$ cat src/pkg/cpu_alu_defines.svh
`ifndef CPU_ALU_DEFINES_SVH
`define CPU_ALU_DEFINES_SVH
// Status register bit positions.
`define SR_C 3'd0
`define SR_Z 3'd1
`define SR_N 3'd2
`define SR_V 3'd3
`define SR_S 3'd4
`define SR_H 3'd5
`define SR_T 3'd6
`define SR_I 3'd7
// Reset values.
`define STATUS_REGISTER_RST 8'h00
`define PC_RST 16'h0000
// Cycle counts per instruction class.
`define CYC_ALU 2'd1
`define CYC_WORD 2'd2
`define CYC_MUL 2'd2
`define CYC_INDIRECT_JUMP 2'd2
`define CYC_CALL 2'd3
`define CYC_BR_TAKEN 2'd2
`define CYC_SKIP_ONE 2'd2
`define CYC_SKIP_TWO 2'd3
// Program counter advance for skips and branches.
`define SKIP_ONE 16'h0002
`define SKIP_TWO 16'h0003
`define PC_STEP 16'h0001
// Complement base for clear-bits.
`define MASK_ALL 8'hff
`endif

$ cat src/pkg/cpu_alu_pkg.sv
package cpu_alu_pkg;
	typedef enum logic [5:0] {
		OP_ADD, OP_ADD_CARRY, OP_SUB, OP_SUB_BORROW, OP_SUBTRACT_CONSTANT,
		OP_SUBTRACT_CONSTANT_WITH_BORROW, OP_AND, OP_AND_CONSTANT, OP_OR, OP_OR_CONSTANT,
		OP_EXCLUSIVE_OR, OP_SET_BITS_MASK, OP_CLEAR_BITS_MASK, OP_ZERO_MINUS_TEST,
		OP_WORD_ADD_IMMEDIATE, OP_WORD_SUBTRACT_IMMEDIATE, OP_MULTIPLY, OP_SIGNED_MULTIPLY,
		OP_SIGNED_UNSIGNED_MULTIPLY, OP_FRACTIONAL_MULTIPLY, OP_FRACTIONAL_SIGNED_MULTIPLY,
		OP_FRACTIONAL_MIXED_MULTIPLY, OP_INDIRECT_JUMP, OP_INDIRECT_CALL, OP_RELATIVE_CALL,
		OP_COMPARE_SKIP_EQUAL, OP_COMPARE, OP_COMPARE_WITH_CARRY, OP_COMPARE_IMMEDIATE,
		OP_SKIP_REG_BIT_CLEAR, OP_SKIP_REG_BIT_SET, OP_SKIP_IO_BIT_CLEAR, OP_SKIP_IO_BIT_SET,
		OP_BRANCH_STATUS_BIT_SET, OP_BRANCH_STATUS_BIT_CLEAR, OP_BRANCH_SIGNED_GE,
		OP_BRANCH_SIGNED_LT, OP_BRANCH_UNSIGNED_GE, OP_BRANCH_UNSIGNED_LT, OP_BRANCH_CARRY_ONE,
		OP_BRANCH_CARRY_ZERO, OP_BRANCH_HALFCARRY_ONE, OP_BRANCH_HALFCARRY_ZERO,
		OP_BRANCH_OVERFLOW_ONE, OP_BRANCH_TRANSFER_ONE, OP_BRANCH_TRANSFER_ZERO
	} exec_op_t;

	typedef enum logic [1:0] {
		ST_IDLE = 2'b01,
		ST_EXEC = 2'b10
	} exec_state_t;

	typedef struct packed {
		exec_op_t op;
		logic [7:0] rd_val;
		logic [7:0] rd_hi_val;
		logic [7:0] rr_val;
		logic [7:0] io_val;
		logic [2:0] bit_sel;
		logic [11:0] offset;
		logic [15:0] z_ptr;
		logic next_two_word;
	} exec_req_t;

	typedef struct packed {
		logic en;
		logic pair;
		logic to_r1r0;
		logic [15:0] data;
	} reg_write_t;

	typedef struct packed {
		logic en;
		logic [15:0] addr;
	} ret_push_t;
endpackage : cpu_alu_pkg

$ cat src/design/cpu_alu_branch_exec.sv
// Contract
// RL1: Add register to register, optionally with carry; flags Z C N V H; one cycle.
// RL2: Word add/subtract immediate on a register pair; flags Z C N V S; two cycles.
// RL3: Subtract register or constant, optionally with carry; flags Z C N V H; one cycle.
// RL4: AND, OR, XOR with register or constant; flags Z N V only; one cycle.
// RL5: Set-bits ORs mask; clear-bits ANDs with 0xFF minus mask; flags Z N V.
// RL6: Zero-or-minus test ANDs register with itself; flags Z N V.
// RL7: Integer multiplies write 16-bit product to R1:R0; flags Z C; two cycles.
// RL8: Fractional multiplies shift product left one first; flags Z C; two cycles.
// RL9: Indirect jump loads PC from Z; no flags; two cycles.
// RL10: Indirect call loads PC from Z, three cycles; relative call three cycles.
// RL11: Compare-skip-equal skips two or three on match, else plus one; no flags.
// RL12: Compare variants compute difference without storing; flags Z N V C H; one cycle.
// RL13: Skip on working register bit clear or set advances PC two or three.
// RL14: Skip on I/O register bit clear or set advances PC two or three.
// RL15: Branch on status bit set or clear goes to PC plus offset plus one.
// RL16: Signed branches test N xor V: zero for ge, one for lt.
// RL17: Unsigned branches test carry: zero for same-or-higher, one for lower.
// RL18: Carry branches taken on carry zero or one; no flag change.
// RL19: Half-carry branches taken on H one or zero.
// RL20: Overflow branch taken on V one, moving PC by offset plus one.
// RL21: Transfer-bit branches taken on T one or zero.
// RL22: Branch one cycle untaken, two taken; skip two or three by skipped length.
// RL23: Unlisted flags keep values; no-flag instructions leave status untouched.
`include "cpu_alu_defines.svh"
`timescale 1ns/1ps
`default_nettype none
module cpu_alu_branch_exec #(
	parameter int PC_W = 16
) (
	input wire logic sys_clk_in,
	input wire logic rstn_in,
	input wire logic req_valid_in,
	input wire cpu_alu_pkg::exec_req_t req_in,
	output logic ready_out,
	output logic done_out,
	output cpu_alu_pkg::reg_write_t wr_out,
	output cpu_alu_pkg::ret_push_t push_out,
	output logic [7:0] status_out,
	output logic [PC_W-1:0] pc_out
);
	import cpu_alu_pkg::*;

	exec_state_t state_ff, nxt_state;
	logic [1:0] cnt_ff, nxt_cnt;
	logic ready_ff, nxt_ready;
	logic done_ff, nxt_done;
	logic [7:0] status_register_ff, nxt_status_register, pend_status_register_ff, nxt_pend_status_register;
	logic [PC_W-1:0] pc_ff, nxt_pc, pend_pc_ff, nxt_pend_pc;
	reg_write_t wr_ff, nxt_wr, pend_wr_ff, nxt_pend_wr;
	ret_push_t push_ff, nxt_push, pend_push_ff, nxt_pend_push;

	logic commit, take;
	logic [7:0] cur_status_register;
	logic [PC_W-1:0] cur_pc;
	logic [7:0] res, d, r;
	logic [8:0] wide;
	logic [4:0] nib;
	logic [15:0] wres, prod;
	logic [16:0] wwide;
	logic [7:0] fl;
	logic [1:0] cyc;
	logic [PC_W-1:0] npc;
	logic wr_en, wr_pair, wr_mul, cond, is_br, is_skip, cin;
	logic signed [17:0] sprod;
	logic signed [8:0] sa, sb;

	assign commit = (state_ff == ST_EXEC) && (cnt_ff == 2'd0);
	assign take = req_valid_in && ready_ff;
	assign cur_status_register = commit ? pend_status_register_ff : status_register_ff;
	assign cur_pc = commit ? pend_pc_ff : pc_ff;

	always_comb begin
		d = req_in.rd_val;
		r = req_in.rr_val;
		fl = cur_status_register; // RL23
		res = 8'h00;
		wres = 16'h0000;
		wide = 9'h000;
		nib = 5'h00;
		wwide = 17'h00000;
		sa = 9'sh000;
		sb = 9'sh000;
		sprod = 18'sh00000;
		prod = 16'h0000;
		wr_en = 1'b0;
		wr_pair = 1'b0;
		wr_mul = 1'b0;
		cyc = `CYC_ALU;
		cond = 1'b0;
		is_br = 1'b0;
		is_skip = 1'b0;
		cin = 1'b0;
		npc = cur_pc + PC_W'(`PC_STEP);
		case (req_in.op)
			OP_ADD, OP_ADD_CARRY: begin
				cin = (req_in.op == OP_ADD_CARRY) & cur_status_register[`SR_C];
				wide = {1'b0, d} + {1'b0, r} + {8'h00, cin}; // RL1
				nib = {1'b0, d[3:0]} + {1'b0, r[3:0]} + {4'h0, cin};
				res = wide[7:0];
				wr_en = 1'b1;
				fl[`SR_C] = wide[8];
				fl[`SR_H] = nib[4];
				fl[`SR_V] = (d[7] & r[7] & ~res[7]) | (~d[7] & ~r[7] & res[7]);
				fl[`SR_N] = res[7];
				fl[`SR_Z] = (res == 8'h00);
			end
			OP_SUB, OP_SUB_BORROW, OP_SUBTRACT_CONSTANT, OP_SUBTRACT_CONSTANT_WITH_BORROW,
			OP_COMPARE, OP_COMPARE_WITH_CARRY, OP_COMPARE_IMMEDIATE: begin
				cin = ((req_in.op == OP_SUB_BORROW) || (req_in.op == OP_SUBTRACT_CONSTANT_WITH_BORROW) ||
					(req_in.op == OP_COMPARE_WITH_CARRY)) & cur_status_register[`SR_C];
				wide = {1'b0, d} - {1'b0, r} - {8'h00, cin}; // RL3
				nib = {1'b0, d[3:0]} - {1'b0, r[3:0]} - {4'h0, cin};
				res = wide[7:0];
				wr_en = !((req_in.op == OP_COMPARE) || (req_in.op == OP_COMPARE_WITH_CARRY) ||
					(req_in.op == OP_COMPARE_IMMEDIATE)); // RL12
				fl[`SR_C] = wide[8];
				fl[`SR_H] = nib[4];
				fl[`SR_V] = (d[7] & ~r[7] & ~res[7]) | (~d[7] & r[7] & res[7]);
				fl[`SR_N] = res[7];
				if ((req_in.op == OP_SUB_BORROW) || (req_in.op == OP_SUBTRACT_CONSTANT_WITH_BORROW) ||
					(req_in.op == OP_COMPARE_WITH_CARRY)) begin
					fl[`SR_Z] = (res == 8'h00) & cur_status_register[`SR_Z];
				end else begin
					fl[`SR_Z] = (res == 8'h00);
				end
			end
			OP_AND, OP_AND_CONSTANT, OP_OR, OP_OR_CONSTANT, OP_EXCLUSIVE_OR,
			OP_SET_BITS_MASK, OP_CLEAR_BITS_MASK, OP_ZERO_MINUS_TEST: begin
				case (req_in.op)
					OP_AND, OP_AND_CONSTANT: res = d & r; // RL4
					OP_OR, OP_OR_CONSTANT: res = d | r; // RL4
					OP_EXCLUSIVE_OR: res = d ^ r; // RL4
					OP_SET_BITS_MASK: res = d | r; // RL5
					OP_CLEAR_BITS_MASK: res = d & (`MASK_ALL - r); // RL5
					default: res = d & d; // RL6
				endcase
				wr_en = 1'b1;
				fl[`SR_V] = 1'b0;
				fl[`SR_N] = res[7];
				fl[`SR_Z] = (res == 8'h00);
			end
			OP_WORD_ADD_IMMEDIATE, OP_WORD_SUBTRACT_IMMEDIATE: begin
				if (req_in.op == OP_WORD_ADD_IMMEDIATE) begin
					wwide = {1'b0, req_in.rd_hi_val, d} + {9'h000, r}; // RL2
					fl[`SR_V] = ~req_in.rd_hi_val[7] & wwide[15];
				end else begin
					wwide = {1'b0, req_in.rd_hi_val, d} - {9'h000, r}; // RL2
					fl[`SR_V] = req_in.rd_hi_val[7] & ~wwide[15];
				end
				wres = wwide[15:0];
				wr_en = 1'b1;
				wr_pair = 1'b1;
				cyc = `CYC_WORD;
				fl[`SR_C] = wwide[16];
				fl[`SR_N] = wres[15];
				fl[`SR_S] = wres[15] ^ fl[`SR_V];
				fl[`SR_Z] = (wres == 16'h0000);
			end
			OP_MULTIPLY, OP_SIGNED_MULTIPLY, OP_SIGNED_UNSIGNED_MULTIPLY, OP_FRACTIONAL_MULTIPLY,
			OP_FRACTIONAL_SIGNED_MULTIPLY, OP_FRACTIONAL_MIXED_MULTIPLY: begin
				sa = ((req_in.op == OP_MULTIPLY) || (req_in.op == OP_FRACTIONAL_MULTIPLY)) ?
					$signed({1'b0, d}) : $signed({d[7], d});
				sb = ((req_in.op == OP_SIGNED_MULTIPLY) || (req_in.op == OP_FRACTIONAL_SIGNED_MULTIPLY)) ?
					$signed({r[7], r}) : $signed({1'b0, r});
				sprod = sa * sb; // RL7
				prod = sprod[15:0];
				fl[`SR_C] = prod[15];
				if ((req_in.op == OP_FRACTIONAL_MULTIPLY) || (req_in.op == OP_FRACTIONAL_SIGNED_MULTIPLY) ||
					(req_in.op == OP_FRACTIONAL_MIXED_MULTIPLY)) begin
					wres = {prod[14:0], 1'b0}; // RL8
				end else begin
					wres = prod;
				end
				fl[`SR_Z] = (wres == 16'h0000);
				wr_en = 1'b1;
				wr_mul = 1'b1;
				cyc = `CYC_MUL;
			end
			OP_INDIRECT_JUMP: begin
				npc = PC_W'(req_in.z_ptr); // RL9
				cyc = `CYC_INDIRECT_JUMP;
			end
			OP_INDIRECT_CALL: begin
				npc = PC_W'(req_in.z_ptr); // RL10
				cyc = `CYC_CALL;
			end
			OP_RELATIVE_CALL: begin
				npc = cur_pc + PC_W'(`PC_STEP) + PC_W'($signed(req_in.offset)); // RL10
				cyc = `CYC_CALL;
			end
			OP_COMPARE_SKIP_EQUAL: begin
				is_skip = 1'b1;
				cond = (d == r); // RL11
			end
			OP_SKIP_REG_BIT_CLEAR, OP_SKIP_REG_BIT_SET: begin
				is_skip = 1'b1;
				cond = r[req_in.bit_sel] == (req_in.op == OP_SKIP_REG_BIT_SET); // RL13
			end
			OP_SKIP_IO_BIT_CLEAR, OP_SKIP_IO_BIT_SET: begin
				is_skip = 1'b1;
				cond = req_in.io_val[req_in.bit_sel] == (req_in.op == OP_SKIP_IO_BIT_SET); // RL14
			end
			default: begin
				is_br = 1'b1;
				case (req_in.op)
					OP_BRANCH_STATUS_BIT_SET: cond = cur_status_register[req_in.bit_sel]; // RL15
					OP_BRANCH_STATUS_BIT_CLEAR: cond = ~cur_status_register[req_in.bit_sel]; // RL15
					OP_BRANCH_SIGNED_GE: cond = ~(cur_status_register[`SR_N] ^ cur_status_register[`SR_V]); // RL16
					OP_BRANCH_SIGNED_LT: cond = cur_status_register[`SR_N] ^ cur_status_register[`SR_V]; // RL16
					OP_BRANCH_UNSIGNED_GE: cond = ~cur_status_register[`SR_C]; // RL17
					OP_BRANCH_UNSIGNED_LT: cond = cur_status_register[`SR_C]; // RL17
					OP_BRANCH_CARRY_ONE: cond = cur_status_register[`SR_C]; // RL18
					OP_BRANCH_CARRY_ZERO: cond = ~cur_status_register[`SR_C]; // RL18
					OP_BRANCH_HALFCARRY_ONE: cond = cur_status_register[`SR_H]; // RL19
					OP_BRANCH_HALFCARRY_ZERO: cond = ~cur_status_register[`SR_H]; // RL19
					OP_BRANCH_OVERFLOW_ONE: cond = cur_status_register[`SR_V]; // RL20
					OP_BRANCH_TRANSFER_ONE: cond = cur_status_register[`SR_T]; // RL21
					OP_BRANCH_TRANSFER_ZERO: cond = ~cur_status_register[`SR_T]; // RL21
					default: cond = 1'b0;
				endcase
			end
		endcase
		if (is_skip && cond) begin
			npc = cur_pc + PC_W'(req_in.next_two_word ? `SKIP_TWO : `SKIP_ONE); // RL22
			cyc = req_in.next_two_word ? `CYC_SKIP_TWO : `CYC_SKIP_ONE; // RL22
		end
		if (is_br && cond) begin
			npc = cur_pc + PC_W'(`PC_STEP) + PC_W'($signed(req_in.offset)); // RL15
			cyc = `CYC_BR_TAKEN; // RL22
		end
		if (!wr_pair && !wr_mul) begin
			wres = {8'h00, res};
		end
	end

	always_comb begin
		nxt_state = state_ff;
		nxt_cnt = cnt_ff;
		nxt_done = 1'b0;
		nxt_status_register = status_register_ff;
		nxt_pc = pc_ff;
		nxt_wr = '0;
		nxt_push = '0;
		nxt_pend_status_register = pend_status_register_ff;
		nxt_pend_pc = pend_pc_ff;
		nxt_pend_wr = pend_wr_ff;
		nxt_pend_push = pend_push_ff;
		if (state_ff == ST_EXEC) begin
			if (cnt_ff != 2'd0) begin
				nxt_cnt = cnt_ff - 2'd1;
			end else begin
				nxt_status_register = pend_status_register_ff;
				nxt_pc = pend_pc_ff;
				nxt_wr = pend_wr_ff;
				nxt_push = pend_push_ff;
				nxt_done = 1'b1;
				nxt_state = ST_IDLE;
			end
		end
		if (take) begin
			nxt_state = ST_EXEC;
			nxt_cnt = cyc - 2'd1;
			nxt_pend_status_register = fl;
			nxt_pend_pc = npc;
			nxt_pend_wr = '{en: wr_en, pair: wr_pair, to_r1r0: wr_mul, data: wres};
			nxt_pend_push.en = (req_in.op == OP_INDIRECT_CALL) || (req_in.op == OP_RELATIVE_CALL);
			nxt_pend_push.addr = 16'(cur_pc + PC_W'(`PC_STEP));
		end
		nxt_ready = (nxt_cnt == 2'd0);
	end

	always_ff @(posedge sys_clk_in or negedge rstn_in) begin
		if (!rstn_in) begin
			state_ff <= ST_IDLE;
			cnt_ff <= 2'd0;
			ready_ff <= 1'b1;
			done_ff <= 1'b0;
			status_register_ff <= `STATUS_REGISTER_RST;
			pc_ff <= PC_W'(`PC_RST);
			wr_ff <= '0;
			push_ff <= '0;
			pend_status_register_ff <= `STATUS_REGISTER_RST;
			pend_pc_ff <= PC_W'(`PC_RST);
			pend_wr_ff <= '0;
			pend_push_ff <= '0;
		end else begin
			state_ff <= nxt_state;
			cnt_ff <= nxt_cnt;
			ready_ff <= nxt_ready;
			done_ff <= nxt_done;
			status_register_ff <= nxt_status_register;
			pc_ff <= nxt_pc;
			wr_ff <= nxt_wr;
			push_ff <= nxt_push;
			pend_status_register_ff <= nxt_pend_status_register;
			pend_pc_ff <= nxt_pend_pc;
			pend_wr_ff <= nxt_pend_wr;
			pend_push_ff <= nxt_pend_push;
		end
	end

	assign ready_out = ready_ff;
	assign done_out = done_ff;
	assign wr_out = wr_ff;
	assign push_out = push_ff;
	assign status_out = status_register_ff;
	assign pc_out = pc_ff;
endmodule : cpu_alu_branch_exec
`default_nettype wire

$ cat config.mk
export PLATFORM = sky130hd
export DESIGN_NAME = cpu_alu_branch_exec
export DESIGN_NICKNAME = d
export VERILOG_FILES = /design/src/pkg/cpu_alu_pkg.sv /design/src/design/cpu_alu_branch_exec.sv
export VERILOG_INCLUDE_DIRS = /design/src /design/src/pkg
export SDC_FILE = /design/constraint.sdc
export NUM_CORES = 1
export LEC_CHECK = 0
export BUFFER_PORTS_ARGS = -buffer_cell sky130_fd_sc_hd__buf_2
export CAP_MARGIN = 20
export CORE_UTILIZATION = 60
export DETAILED_ROUTE_END_ITERATION = 10
export PLACE_DENSITY = 0.83
export SYNTH_ARGS = -nofsm -noshare
export SYNTH_HDL_FRONTEND = slang
export SYNTH_SLANG_ARGS = --single-unit
$ cat constraint.sdc
create_clock -name sys_clk_in -period 7.4 [get_ports sys_clk_in]
set_clock_uncertainty 0.15 [all_clocks]
set_input_delay 0.74 -clock sys_clk_in [delete_from_list [all_inputs] [get_ports sys_clk_in]]
set_output_delay 0.74 -clock sys_clk_in [all_outputs]
set_load 0.05 [all_outputs]
==> key figures <==
CTS
  • H-tree Lvls: 4
  • # Post-CTS Setup Buffers: 0
  • Worst-path clk slew: 70 ps
  • # clock sinks: 126
  • Root Driver: clkbuf_16
  • Clock Tree Buf Depth: 2
  • Clock insertion delay at the later pin of the skew report: 440 ps
  • Num CTS Buffers: 17
  • Post-CTS resize count: 0
  • TritonCTS clock tree: done
  • Hold_buf cts: 0

Synthesis
  • Yosys warning total: 0
  • Post-Syn Nets: 1713
  • Register bit total from synthesis: roughly 130
  • Sequential fraction of the synthesis area: 0.251
  • Synth Flop Type: dfrtp_1
  • Average cell area after synthesis: 8.50 um2
  • Mapped Cells: 1479
  • Post-Syn Area: 0.0126 mm2
  • Post-synthesis async set-or-reset flop share: 1.00
  • Post-synth EDFFs: 0
  • Distinct cells, synth: 84

Layout
  • Layout cells sized above 1: 0.137
  • Fill count: 1645
  • Nets: 1815
  • Post-layout util: 0.688
  • Area delta synth->final: 11.5%

GRT
  • Initial antenna violation count: 2
  • GR Overflow Total: 0
  • First-pass GRT wire length: 62700 um
  • Largest net degree at the start of global routing: 73
  • Overall routing resource usage: 0.381
  • Vias in the first global route: 11400

Drt
  • Iter 0 DRT Violations: between 1000 and 1500
  • Avg WL per Cell: roughly 21 um
  • Antenna Violating Nets Remaining: 0
  • Pre-Repair DR Iteration Count: 5
  • Vias per cell: 6.34
  • Total number of vias: between 10000 and 15000
  • Final wirelength: between 30000 and 40000 um
  • Residual DRC: 0

Power
  • Peak VDD IR: 218 uV
  • Pleak: 6.74 nW
  • Total power: 5.55 mW
  • Pwr dens: 396 mW/mm2

Setup path
  • CP endpoint kind: flop
  • CP Class: in2reg
  • CP startpoint kind: input port
  • CP Data Arrival Time: 6770 ps
  • Crit path max fanout: 8
  • Critical Path RT: 7610 ps

Placed design
  • Post-place setup slack: between 300 and 400 ps
  • IO buf count: 134
  • Final Wtd Congestion: roughly 1
  • Hpwl dp: 30200 um

Timing
  • Period utilization: 0.887
  • Slew margin rel.: 0.292
  • Unrepaired setup endpoints after global routing: false
  • Slew Viols, Final: 0
  • Fmax: about 150 MHz
  • Setup TNS: 0 ps
  • Worst setup margin: 837 ps
  • Min Tclk post-route: 6560 ps
  • Setup violations, final: 0
  • Hold Vio Cnt, Final: 0
  • Worst Tran Pin Value: 1050 ps

Floorplanning
  • Starting Density: 0.617
  • I/O pins: about 140
  • Die area: 0.0215 mm2
  • Die X: between 100 and 150 um
  • Die Y: around 150 um
  • Number of core rows: 52
  • Core area: 0.0204 mm2

Worst hold path
  • Min-Delay Path Class: in2async

Outcome
  • Status: complete, no violations

Flow run
  • Maxcap violations: 0
## worst paths after layout
| path | start | end | slack (ps) | depth (start not counted) |
|---|---|---|---|---|
| worst max-delay path | req_in[65] | pend_status_register_ff[1]$_DFFE_PN0P_ | 840 | 21 |
| worst min-delay path | rstn_in | pend_wr_ff[14]$_DFFE_PN0P_ | 240 | 1 |
| worst max register to register | cnt_ff[1]$_DFF_PN0_ | pend_pc_ff[15]$_DFFE_PN0P_ | 1620 | 18 |
| worst min register to register | pend_push_ff[9]$_DFFE_PN0P_ | pend_push_ff[9]$_DFFE_PN0P_ | 320 | 2 |
| max in group asynchronous | rstn_in | status_out[1]$_DFFE_PN0P_ | 5500 | 2 |
| min in group sys_clk_in | pend_push_ff[9]$_DFFE_PN0P_ | pend_push_ff[9]$_DFFE_PN0P_ | 320 | 2 |
## power by group
part	internal, mW	leakage [nW]	switching, mW
Combinational	1.25	4.84	2.30
Clock	0.474	0.281	0.361
Sequential	0.963	1.61	0.195
## cell type report
class,count,area (um2),share of cell area
Clock buffer,18,429,0.0306
Multi-Input combinational cell,1136,8590,0.612
Inverter,151,574,0.0410
Tap cell,270,338,0.0241
Antenna cell,1,2.50,0.000178
Clock inverter,14,144,0.0103
Sequential cell,126,3160,0.225
Timing Repair Buffer,149,791,0.0564
## flip-flops by register name (all words and copies together), names as in the netlist
name and cells:
push_out 17, done_out 1, pc_out 16, ready_out 1, wr_out 19, pend_push_ff 17, pend_status_register_ff 8, state_ff 2
cnt_ff 2, status_out 8, pend_pc_ff 16, pend_wr_ff 19
## cells in the mapped netlist, drive strengths merged (11+ instances only)
| library cell | n | share of area |
|---|---|---|
| dfrtp | 124 | 0.25 |
| nor3b | 12 | 0.0072 |
| nor2b | 13 | 0.0065 |
| a31oi | 17 | 0.0085 |
| mux2i | 35 | 0.028 |
| xnor2 | 60 | 0.042 |
| and2 | 52 | 0.026 |
| a41oi | 11 | 0.0077 |
| nand2b | 19 | 0.0095 |
| nor2 | 133 | 0.040 |
| a21oi | 60 | 0.024 |
| inv | 143 | 0.043 |
| nor3 | 21 | 0.0093 |
| ha | 91 | 0.091 |
| xor2 | 26 | 0.018 |
| clkbuf | 49 | 0.015 |
| nand4 | 14 | 0.0070 |
| o21a | 14 | 0.0084 |
| o21ai | 68 | 0.027 |
| nand3 | 36 | 0.014 |
| o221ai | 12 | 0.0084 |
| nand2 | 174 | 0.052 |
| buf | 17 | 0.0068 |
| o22ai | 14 | 0.0070 |
| mux2 | 12 | 0.011 |
| fa | 70 | 0.11 |
| a211oi | 15 | 0.0090 |
| a21o | 19 | 0.011 |
## stage by stage
stage / hold slack, ps / cell area (um2) / instances
global route: 306 / 14000 / 1865
global placement: 300 / 13400 / 1831
finish: 236 / 14000 / 1865
detailed placement: 305 / 13400 / 1831
CTS: 264 / 14000 / 1863
floorplan: 287 / 12600 / 1479
## kinds of logic (layout without fill, tap and decap cells)
kind of cell / count (synthesis) / count (layout) / synth area share
other: 0 / 1 / 0
adder cells (fa/ha/maj): 161 / 161 / 0.202
flip-flops: 126 / 126 / 0.251
AO/OA/AOI/OAI: 316 / 316 / 0.171
multiplexers: 54 / 54 / 0.0512
buffers and inverters: 217 / 332 / 0.0671
AND/OR/NAND/NOR: 519 / 519 / 0.197
XOR/XNOR: 86 / 86 / 0.0599
## critical path: stages
cell	delay (ps)
buf_2	130
nand2b_1	210
a41oi_1	570
nand2_1	200
fa_1	530
fa_1	510
inv_1	50
fa_1	460
fa_1	540
inv_1	50
fa_1	500
inv_1	40
ha_1	340
o21ai_0	100
o21bai_1	100
a2111o_1	450
a31o_2	230
a21oi_1	180
xnor2_1	130
or4_1	540
a21oi_1	160
## metal layers
metal  up-vias  GRT usage  part of all wire  wire length [um]
met5         -          0                 0                 0
met3       112      0.121              0.12              4840
met1      5692      0.547              0.43             17100
met2       723      0.541              0.42             16600
li1       5296          -                 -                 -
met4         0      0.126             0.032              1300
## placed cells by master (no fill, tap or decap), types with 9 or more instances in the layout
cell       count
nor3_1        20
a22oi_1        9
and3_1         9
mux2i_1       35
nand2b_1      19
nand3_1       36
fa_1          70
buf_4         15
dfrtp_1      124
a41oi_1       11
buf_2        133
nor3b_1       12
nor2b_1       13
mux2_2        12
and2_1        50
xnor2_1       60
ha_1          91
inv_1        142
o21a_1        14
o221ai_1      12
nand4_1       14
a31oi_1       17
xor2_1        26
nor2_1       133
clkbuf_16     17
o22ai_1       14
a21oi_1       58
nand2_1      173
a21o_1        19
o21ai_0       63
a211oi_1      15
Power figures use the tool's default switching activity.
